File: config.mk
export PLATFORM = sky130hd
export DESIGN_NAME = jtctap_top
export DESIGN_NICKNAME = d
export VERILOG_FILES = /design/src/hw/jtctap_pkg.sv /design/src/hw/jtctap_sync.sv /design/src/hw/jtctap_top.sv
export SDC_FILE = /design/constraint.sdc
export NUM_CORES = 1
export LEC_CHECK = 0
export BUFFER_PORTS_ARGS = -buffer_cell sky130_fd_sc_hd__clkbuf_2
export CAP_MARGIN = 30
export CELL_PAD_IN_SITES_DETAIL_PLACEMENT = 1
export CELL_PAD_IN_SITES_GLOBAL_PLACEMENT = 2
export CORE_UTILIZATION = 39
export CTS_CLUSTER_SIZE = 20
export DETAILED_ROUTE_END_ITERATION = 8
export GPL_ROUTABILITY_DRIVEN = 0
export PLACE_DENSITY_LB_ADDON = 0.1
export SLEW_MARGIN = 10
export SYNTH_ARGS = -nofsm -noshare
export SYNTH_HDL_FRONTEND = slang
export SYNTH_SLANG_ARGS = --single-unit
File: constraint.sdc
create_clock -name CLOCK_IN -period 3.1 [get_ports CLOCK_IN]
set_input_delay 0.155 -clock CLOCK_IN [delete_from_list [all_inputs] [get_ports CLOCK_IN]]
set_output_delay 0.155 -clock CLOCK_IN [all_outputs]
set_load 0.005 [all_outputs]
File: src/hw/jtctap_pkg.sv
package jtctap_pkg;

   // ****************************************
   // State encoding
   // ****************************************
   typedef enum logic [15:0] {
      ST_RESET      = 16'h0001,
      ST_IDLE       = 16'h0002,
      ST_SEL_DR     = 16'h0004,
      ST_CAP_DR     = 16'h0008,
      ST_SHIFT_DR   = 16'h0010,
      ST_EXIT1_DR   = 16'h0020,
      ST_PAUSE_DR   = 16'h0040,
      ST_EXIT2_DR   = 16'h0080,
      ST_UPDATE_DR  = 16'h0100,
      ST_SEL_IR     = 16'h0200,
      ST_CAP_IR     = 16'h0400,
      ST_SHIFT_IR   = 16'h0800,
      ST_EXIT1_IR   = 16'h1000,
      ST_PAUSE_IR   = 16'h2000,
      ST_EXIT2_IR   = 16'h4000,
      ST_UPDATE_IR  = 16'h8000
   } jtctap_state_t;

   // ****************************************
   // Instruction codes
   // ****************************************
   localparam int IR_WIDTH = 3;
   localparam logic [2:0] INS_EXTEST = 3'h0;
   localparam logic [2:0] INS_IDCODE = 3'h1;
   localparam logic [2:0] INS_SAMPLE = 3'h2;
   localparam logic [2:0] INS_CLAMP = 3'h3;
   localparam logic [2:0] INS_HIGHZ = 3'h4;
   localparam logic [2:0] INS_BYPASS = 3'h7;
   localparam logic [2:0] IR_CAPTURE_VALUE = 3'h1;

   // ****************************************
   // Identification layout
   // ****************************************
   localparam int ID_WIDTH = 32;
   localparam logic [10:0] ID_MAKER_DEFAULT = 11'h000;
   localparam logic [15:0] ID_PART_DEFAULT = 16'h0000;
   localparam logic [3:0] ID_VERSION_DEFAULT = 4'h0;
   localparam logic ID_LSB = 1'b1;

   // ****************************************
   // Pin timing
   // ****************************************
   localparam int SYNC_STAGES = 2;
   localparam int BSR_WIDTH_DEFAULT = 8;

endpackage

File: src/hw/jtctap_sync.sv
`timescale 1ns/1ps
module jtctap_sync
   import jtctap_pkg::*;
#(
   parameter int WIDTH = 4
) (
   input wire logic clk_in,
   input wire logic rst_n_in,
   input wire logic [WIDTH-1:0] async_in,
   output logic [WIDTH-1:0] sync_out
);

   // ****************************************
   // Two-stage synchroniser
   // ****************************************
   logic [WIDTH-1:0] meta_ff;

   always_ff @(posedge clk_in or negedge rst_n_in) begin
      if (!rst_n_in) begin
         meta_ff <= '0;
         sync_out <= '0;
      end else begin
         meta_ff <= async_in;
         sync_out <= meta_ff;
      end
   end

endmodule

File: src/hw/jtctap_top.sv
// How it works
// - State steps on sampled rising tap_clock, using sampled mode select; sampled tap reset low forces Test-Logic-Reset.
// - Powers up in Test-Logic-Reset; functional pins pass through normally.
// - Test-Logic-Reset forces IDCODE into the current instruction.
// - Run-Test-Idle leaves instruction and data registers untouched.
// - Select-DR: low to Capture-DR, high to Select-IR; registers hold.
// - Capture-DR loads the selected register; others keep their value.
// - Capture-DR: low to Shift-DR, high to Exit1-DR.
// - Shift-DR shifts selected register toward serial out; others hold.
// - Exit1-DR: high to Update-DR, low to Pause-DR.
// - Pause-DR holds registers; low stays, high to Exit2-DR.
// - Exit2-DR: high to Update-DR, low back to Shift-DR.
// - Update-DR latches shift path to parallel outputs on falling edge.
// - Select-IR holds registers; low to Capture-IR, high to Test-Logic-Reset.
// - Capture-IR loads fixed value; high to Exit1-IR, low to Shift-IR.
// - Shift-IR shifts instruction stage; high exits to Exit1-IR, low stays.
// - Supports SAMPLE, BYPASS, EXTEST, HIGHZ, CLAMP, IDCODE with optional reset.
// - Tolerates tap_clock halted high or low indefinitely.
// - Instruction register: 3-bit shift stage plus 3-bit latched output.
// - Codes: SAMPLE 010, BYPASS 111, EXTEST 000, CLAMP 011, HIGHZ 100, IDCODE 001.
// - Update-IR latches instruction on falling edge; low to Idle, high Select-DR.
// - ID register 32 bits: LSB one, maker 11, part 16, version 4.
`timescale 1ns/1ps
module jtctap_top
   import jtctap_pkg::*;
#(
   parameter int BSR_WIDTH = BSR_WIDTH_DEFAULT,
   parameter logic [10:0] ID_MAKER = ID_MAKER_DEFAULT,   // Arbitrary value
   parameter logic [15:0] ID_PART = ID_PART_DEFAULT,     // Arbitrary value
   parameter logic [3:0] ID_VERSION = ID_VERSION_DEFAULT // Arbitrary value
) (
   input wire logic CLOCK_IN,
   input wire logic RESET_N_IN,
   input wire logic TAP_CLOCK_IN,
   input wire logic TAP_MODE_SELECT_IN,
   input wire logic TAP_SERIAL_IN,
   input wire logic TAP_RESET_N_IN,
   input wire logic [BSR_WIDTH-1:0] CORE_OUT_IN,
   input wire logic [BSR_WIDTH-1:0] PIN_IN,
   output logic TAP_SERIAL_OUT,
   output logic TAP_SERIAL_OE_N_OUT,
   output logic [BSR_WIDTH-1:0] PIN_OUT,
   output logic PIN_OE_N_OUT,
   output logic [BSR_WIDTH-1:0] CORE_IN_OUT,
   output logic [IR_WIDTH-1:0] INSTRUCTION_OUT,
   output logic TAP_RESET_STATE_OUT
);

   // ****************************************
   // Input sampling
   // ****************************************
   localparam int PIN_CNT = 4;
   localparam int POS_TCK = 0;
   localparam int POS_TMS = 1;
   localparam int POS_TDI = 2;
   localparam int POS_TRST = 3;

   logic [PIN_CNT-1:0] raw_pins;
   logic [PIN_CNT-1:0] sync_pins;
   logic tck_s;
   logic tms_s;
   logic tdi_s;
   logic trst_n_s;

   assign raw_pins = {TAP_RESET_N_IN, TAP_SERIAL_IN, TAP_MODE_SELECT_IN, TAP_CLOCK_IN};

   jtctap_sync #(.WIDTH(PIN_CNT)) u_sync (
      .clk_in(CLOCK_IN),
      .rst_n_in(RESET_N_IN),
      .async_in(raw_pins),
      .sync_out(sync_pins)
   );

   assign tck_s = sync_pins[POS_TCK];
   assign tms_s = sync_pins[POS_TMS];
   assign tdi_s = sync_pins[POS_TDI];
   assign trst_n_s = sync_pins[POS_TRST];

   // ****************************************
   // Clock edge detection
   // ****************************************
   logic tck_prev_ff;
   logic [SYNC_STAGES:0] arm_ff;
   logic tck_rise;
   logic tck_fall;

   always_ff @(posedge CLOCK_IN or negedge RESET_N_IN) begin
      if (!RESET_N_IN) begin
         tck_prev_ff <= 1'b0;
         arm_ff <= '0;
      end else begin
         tck_prev_ff <= tck_s;
         arm_ff <= {arm_ff[SYNC_STAGES-1:0], 1'b1};
      end
   end

   // Edges only on level change; a stopped clock simply yields none
   // No edges until the synchroniser holds real pin levels
   assign tck_rise = arm_ff[SYNC_STAGES] & tck_s & ~tck_prev_ff;
   assign tck_fall = arm_ff[SYNC_STAGES] & ~tck_s & tck_prev_ff;

   // ****************************************
   // Controller state machine
   // ****************************************
   jtctap_state_t state_ff;
   jtctap_state_t nxt_state;

   always_comb begin
      case (state_ff)
         ST_RESET: nxt_state = tms_s ? ST_RESET : ST_IDLE;
         ST_IDLE: nxt_state = tms_s ? ST_SEL_DR : ST_IDLE;
         ST_SEL_DR: nxt_state = tms_s ? ST_SEL_IR : ST_CAP_DR;
         ST_CAP_DR: nxt_state = tms_s ? ST_EXIT1_DR : ST_SHIFT_DR;
         ST_SHIFT_DR: nxt_state = tms_s ? ST_EXIT1_DR : ST_SHIFT_DR;
         ST_EXIT1_DR: nxt_state = tms_s ? ST_UPDATE_DR : ST_PAUSE_DR;
         ST_PAUSE_DR: nxt_state = tms_s ? ST_EXIT2_DR : ST_PAUSE_DR;
         ST_EXIT2_DR: nxt_state = tms_s ? ST_UPDATE_DR : ST_SHIFT_DR;
         ST_UPDATE_DR: nxt_state = tms_s ? ST_SEL_DR : ST_IDLE;
         ST_SEL_IR: nxt_state = tms_s ? ST_RESET : ST_CAP_IR;
         ST_CAP_IR: nxt_state = tms_s ? ST_EXIT1_IR : ST_SHIFT_IR;
         ST_SHIFT_IR: nxt_state = tms_s ? ST_EXIT1_IR : ST_SHIFT_IR;
         ST_EXIT1_IR: nxt_state = tms_s ? ST_UPDATE_IR : ST_PAUSE_IR;
         ST_PAUSE_IR: nxt_state = tms_s ? ST_EXIT2_IR : ST_PAUSE_IR;
         ST_EXIT2_IR: nxt_state = tms_s ? ST_UPDATE_IR : ST_SHIFT_IR;
         ST_UPDATE_IR: nxt_state = tms_s ? ST_SEL_DR : ST_IDLE;
         default: nxt_state = ST_RESET;
      endcase
   end

   always_ff @(posedge CLOCK_IN or negedge RESET_N_IN) begin
      if (!RESET_N_IN) begin
         state_ff <= ST_RESET;
      end else if (!trst_n_s) begin
         state_ff <= ST_RESET;
      end else if (tck_rise) begin
         state_ff <= nxt_state;
      end
   end

   // ****************************************
   // State decodes
   // ****************************************
   logic in_reset;
   logic in_cap_dr;
   logic in_shift_dr;
   logic in_upd_dr;
   logic in_cap_ir;
   logic in_shift_ir;
   logic in_upd_ir;

   assign in_reset = (state_ff == ST_RESET);
   assign in_cap_dr = (state_ff == ST_CAP_DR);
   assign in_shift_dr = (state_ff == ST_SHIFT_DR);
   assign in_upd_dr = (state_ff == ST_UPDATE_DR);
   assign in_cap_ir = (state_ff == ST_CAP_IR);
   assign in_shift_ir = (state_ff == ST_SHIFT_IR);
   assign in_upd_ir = (state_ff == ST_UPDATE_IR);

   // ****************************************
   // Instruction register
   // ****************************************
   logic [IR_WIDTH-1:0] ir_shift_ff;
   logic [IR_WIDTH-1:0] ir_cur_ff;

   always_ff @(posedge CLOCK_IN or negedge RESET_N_IN) begin
      if (!RESET_N_IN) begin
         ir_shift_ff <= IR_CAPTURE_VALUE;
      end else if (tck_rise && in_cap_ir) begin
         ir_shift_ff <= IR_CAPTURE_VALUE;
      end else if (tck_rise && in_shift_ir) begin
         ir_shift_ff <= {tdi_s, ir_shift_ff[IR_WIDTH-1:1]};
      end
   end

   always_ff @(posedge CLOCK_IN or negedge RESET_N_IN) begin
      if (!RESET_N_IN) begin
         ir_cur_ff <= INS_IDCODE;
      end else if (in_reset) begin
         ir_cur_ff <= INS_IDCODE;
      end else if (tck_fall && in_upd_ir) begin
         ir_cur_ff <= ir_shift_ff;
      end
   end

   // ****************************************
   // Instruction decode
   // ****************************************
   logic sel_bsr;
   logic sel_id;
   logic sel_bypass;
   logic ins_extest;
   logic ins_clamp;
   logic ins_highz;

   // Unknown codes fall back to the bypass path
   assign sel_bsr = (ir_cur_ff == INS_SAMPLE) || (ir_cur_ff == INS_EXTEST);
   assign sel_id = (ir_cur_ff == INS_IDCODE);
   assign sel_bypass = ~sel_bsr & ~sel_id;
   assign ins_extest = (ir_cur_ff == INS_EXTEST);
   assign ins_clamp = (ir_cur_ff == INS_CLAMP);
   assign ins_highz = (ir_cur_ff == INS_HIGHZ);

   // ****************************************
   // Data registers
   // ****************************************
   logic bypass_ff;
   logic [ID_WIDTH-1:0] id_shift_ff;
   logic [BSR_WIDTH-1:0] bsr_shift_ff;
   logic [BSR_WIDTH-1:0] bsr_latch_ff;
   logic [ID_WIDTH-1:0] id_value;
   logic dr_cap;
   logic dr_shift;

   assign id_value = {ID_VERSION, ID_PART, ID_MAKER, ID_LSB};
   assign dr_cap = tck_rise & in_cap_dr;
   assign dr_shift = tck_rise & in_shift_dr;

   always_ff @(posedge CLOCK_IN or negedge RESET_N_IN) begin
      if (!RESET_N_IN) begin
         bypass_ff <= 1'b0;
      end else if (dr_cap && sel_bypass) begin
         bypass_ff <= 1'b0;
      end else if (dr_shift && sel_bypass) begin
         bypass_ff <= tdi_s;
      end
   end

   always_ff @(posedge CLOCK_IN or negedge RESET_N_IN) begin
      if (!RESET_N_IN) begin
         id_shift_ff <= '0;
      end else if (dr_cap && sel_id) begin
         id_shift_ff <= id_value;
      end else if (dr_shift && sel_id) begin
         id_shift_ff <= {tdi_s, id_shift_ff[ID_WIDTH-1:1]};
      end
   end

   // Capture loads core outputs under SAMPLE, pin inputs under EXTEST
   always_ff @(posedge CLOCK_IN or negedge RESET_N_IN) begin
      if (!RESET_N_IN) begin
         bsr_shift_ff <= '0;
      end else if (dr_cap && sel_bsr) begin
         bsr_shift_ff <= ins_extest ? PIN_IN : CORE_OUT_IN;
      end else if (dr_shift && sel_bsr) begin
         bsr_shift_ff <= {tdi_s, bsr_shift_ff[BSR_WIDTH-1:1]};
      end
   end

   always_ff @(posedge CLOCK_IN or negedge RESET_N_IN) begin
      if (!RESET_N_IN) begin
         bsr_latch_ff <= '0;
      end else if (tck_fall && in_upd_dr && sel_bsr) begin
         bsr_latch_ff <= bsr_shift_ff;
      end
   end

   // ****************************************
   // Serial output
   // ****************************************
   logic dr_tail;
   logic nxt_tdo;
   logic nxt_tdo_oe_n;

   assign dr_tail = sel_bsr ? bsr_shift_ff[0] : (sel_id ? id_shift_ff[0] : bypass_ff);
   assign nxt_tdo = in_shift_ir ? ir_shift_ff[0] : dr_tail;
   assign nxt_tdo_oe_n = ~(in_shift_ir | in_shift_dr);

   // Serial out changes on the falling tap edge
   always_ff @(posedge CLOCK_IN or negedge RESET_N_IN) begin
      if (!RESET_N_IN) begin
         TAP_SERIAL_OUT <= 1'b0;
         TAP_SERIAL_OE_N_OUT <= 1'b1;
      end else if (tck_fall) begin
         TAP_SERIAL_OUT <= nxt_tdo;
         TAP_SERIAL_OE_N_OUT <= nxt_tdo_oe_n;
      end
   end

   // ****************************************
   // Pin muxing
   // ****************************************
   logic test_drive;
   logic [BSR_WIDTH-1:0] nxt_pin;

   assign test_drive = ins_extest | ins_clamp;
   assign nxt_pin = test_drive ? bsr_latch_ff : CORE_OUT_IN;

   always_ff @(posedge CLOCK_IN or negedge RESET_N_IN) begin
      if (!RESET_N_IN) begin
         PIN_OUT <= '0;
         PIN_OE_N_OUT <= 1'b0;
         CORE_IN_OUT <= '0;
         INSTRUCTION_OUT <= INS_IDCODE;
         TAP_RESET_STATE_OUT <= 1'b1;
      end else begin
         PIN_OUT <= nxt_pin;
         PIN_OE_N_OUT <= ins_highz;
         CORE_IN_OUT <= PIN_IN;
         INSTRUCTION_OUT <= ir_cur_ff;
         TAP_RESET_STATE_OUT <= in_reset;
      end
   end

endmodule

==> summary.txt <==
Pwr
  – Total power: about 2.8 mW
  – Leakage power total: between 2 and 2.5 nW
  – Worst VDD drop: around 0.36 mV
  – Pwr Density: around 500 nW/um2

STA
  – # setup viols final: 0
  – Final Max Slew Viols: 0
  – Worst Slack Setup Final: between 0.6 and 0.7 ns
  – RSZ-0062 raised after global routing: false
  – Max-slew headroom: a little under half
  – Final Hold Fails: 0
  – Setup TNS: 0 ns
  – Minimum clock period: between 2 and 2.5 ns
  – Max Fclk: roughly 420 MHz
  – Clk_skew: approximately 0.012 ns
  – WHS: a little over 0.05 ns
  – Tightest Pin Transition: approximately 0.81 ns
  – Period utilization: 77.6%

Clock tree
  – Worst skew pair latency: 0.35 ns
  – Worst-path clk slew: 0.08 ns
  – CTS sink cnt: around 110
  – CTS H-tree lvls: 3
  – Post-CTS resize count: 0
  – TritonCTS Buffers: 9
  – Largest buffer count on any clock path: 2
  – Clock root buffer master: clkbuf_16
  – CTS tree: yes

Setup path
  – Element type at the critical path end: flip-flop
  – Reg2reg setup slack: ~0.7 ns
  – CP Max Fanout: 39
  – Critical path class: flip-flop to flip-flop
  – RR Endpoint: bsr_shift_ff[6]
  – Crit path DAT: between 2 and 3 ns
  – Crit path launch type: flip-flop
  – Reg2Reg Depth: 6
  – Worst reg2reg path startpoint: state_ff[12]
  – Worst path required time: 3.34 ns

Global route
  – Gr ovfl total: 0
  – First-pass GRT wire length: roughly 19 mm
  – Vias in the first global route: approximately 3700
  – Largest net degree at the start of global routing: between 60 and 70
  – Initial antenna violation count: 0
  – Gr usage total: roughly 20%

Synth
  – Post-synth top area share: 53.0%
  – Syn nets: 460
  – Asr flop ratio synth: 100%
  – Yosys warns: 0
  – Syn_area_per_cell: roughly 11 um2
  – Synth Instances: 438
  – Synth Cell Area: between 4000 and 5000 um2
  – Ys flop type: dfrtp_1
  – Area leader, netlist: dfrtp_1
  – Sequential share of the synthesized area: between 50% and 60%
  – Most common cell in the netlist: dfrtp_1
  – Post-synthesis cell type count: 55
  – Synth Register Bits: about 110
  – Post-synth EDFFs: 0
  – Post-synth top cells: dfrtp_1, nand2_1, o21ai_0, mux2_2
  – Synth top area cells: dfrtp_1, nand2_1, mux2_2

Drt
  – Starting DRC count in detailed routing: 168
  – Vias: 3368
  – Via density: roughly 5.3
  – DR WL met3: ~370 um
  – Top Layer Used: met4
  – Drt pass-1 iters: 4
  – DR WL met2: around 5.4 mm
  – WL per Instance: roughly 18 um
  – Routed Antenna Nets: 0
  – DRT met1 WL: roughly 5.1 mm
  – Detailed-route wire length: 11.1 mm
  – DRC viols: 0

Die
  – I/O pin cnt: 45
  – Placeable Area: roughly 12000 um2
  – Starting density of the core: about two fifths
  – Die Wd: approximately 110 um
  – Die area: between 10000 and 15000 um2
  – Row count: 39
  – Die Height: approximately 110 um

Cells and area
  – Final net count: a little over 500
  – P&R area growth vs syn: 17.0%
  – Share of post-route cells with drive strength above 1: 23.0%
  – Post-Route Utilization: 47.5%
  – # diodes: 0

Outcome
  – Outcome: finished clean

Placement
  – Pre-CTS setup slack: 0.723 ns
  – HPWL after detailed placement: 7.34 mm
  – IO Port Bufs: between 40 and 50

Hold path
  – WHS Endpoint: PIN_OUT[3]
  – Hold depth: 2
  – HP Start: CORE_OUT_IN[3]
  – Worst hold path type: input pin to flip-flop

Job
  – Max-Cap Viols: 0
[registers in the layout, summed over array words and instances (netlist names)]
name                 count
PIN_OUT                  8
ir_shift_ff              3
arm_ff                   3
TAP_SERIAL_OUT           1
tck_prev_ff              1
bypass_ff                1
u_sync.meta_ff           4
ir_cur_ff                3
PIN_OE_N_OUT             1
INSTRUCTION_OUT          3
CORE_IN_OUT              8
id_shift_ff             32
TAP_SERIAL_OE_N_OUT      1
u_sync.sync_out          4
bsr_shift_ff             8
TAP_RESET_STATE_OUT      1
state_ff                16
bsr_latch_ff             8
[worst max-delay path, stage by stage, from the launching register on]
cell	delay (ns)
dfrtp_1	0.47
or4_4	0.64
nor2_4	0.16
nand3_1	0.09
buf_4	0.33
mux2_2	0.33
mux2_2	0.26
[power by group]
group	internal, mW	total, mW	leakage, nW	switching (mW)
clock network	0.711	1.23	0.157	0.515
logic	0.0511	0.120	0.880	0.0690
registers	1.41	1.42	1.37	0.0168
[per-layer routing]
layer  global-route usage, %  vias up
met1                    24.7     1681
met4                    6.49        0
met5                       0        -
li1                        -     1614
met2                    32.6       57
met3                    5.55       16
[layout make-up]
cell class,count,area (um2)
clock buffers,10,229
clock inverters,6,87.6
fillers,1264,6090
inverters,9,33.8
multi-input cells,294,1900
flip-flops and latches,106,2660
well taps,143,179
repair buffers,66,433
[cells in the final DEF (no fill, tap or decap), drive strengths merged, types with 5 or more instances in the layout]
| cell | count |
|---|---|
| nor3 | 8 |
| nor4 | 12 |
| o21ai | 36 |
| nand3 | 7 |
| nand4 | 7 |
| nand2 | 94 |
| a22o | 5 |
| dfrtp | 100 |
| mux2 | 25 |
| inv | 11 |
| buf | 10 |
| dlygate4sd3 | 13 |
| and2 | 5 |
| a21boi | 7 |
| nor2 | 14 |
| clkbuf | 53 |
| mux2i | 20 |
| dfstp | 6 |
[cell families after synthesis]
group / share of synthesized area, %
AND/OR/NAND/NOR: 18.6
flip-flops: 56.4
AO/OA/AOI/OAI: 9.84
multiplexers: 10.2
buffers and inverters: 3.42
XOR/XNOR: 1.48
other: 0.0795
[what timing repair did]
| action | in CTS | in global routing |
|---|---|---|
| endpoints found under the hold margin | 64 | 0 |
| buffers inserted | 0 | 0 |
| hold buffers | 13 | 0 |
[worst max path at each step]
| stage | from | endpoint | slack [ns] | cells past startpoint |
|---|---|---|---|---|
| 5_1_grt | state_ff[2] | bsr_shift_ff[6] | 0.62 | 6 |
| 3_5_place_dp | state_ff[5] | bsr_shift_ff[6] | 0.72 | 6 |
| 3_3_place_gp | state_ff[5] | bsr_shift_ff[5] | 0.78 | 6 |
| 6_report | state_ff[12] | bsr_shift_ff[6] | 0.69 | 6 |
| 4_1_cts | state_ff[5] | bsr_shift_ff[6] | 0.72 | 6 |
| 2_1_floorplan | state_ff[8] | bsr_shift_ff[5] | 0.85 | 6 |
[per-stage QoR]
step | cell area [um2] | std cells
finish | 5520 | 634
global route | 5520 | 634
CTS | 5520 | 634
detailed placement | 5070 | 605
global placement | 5070 | 605
floorplan | 4720 | 438
No activity file was read; power rests on OpenSTA's default activity.
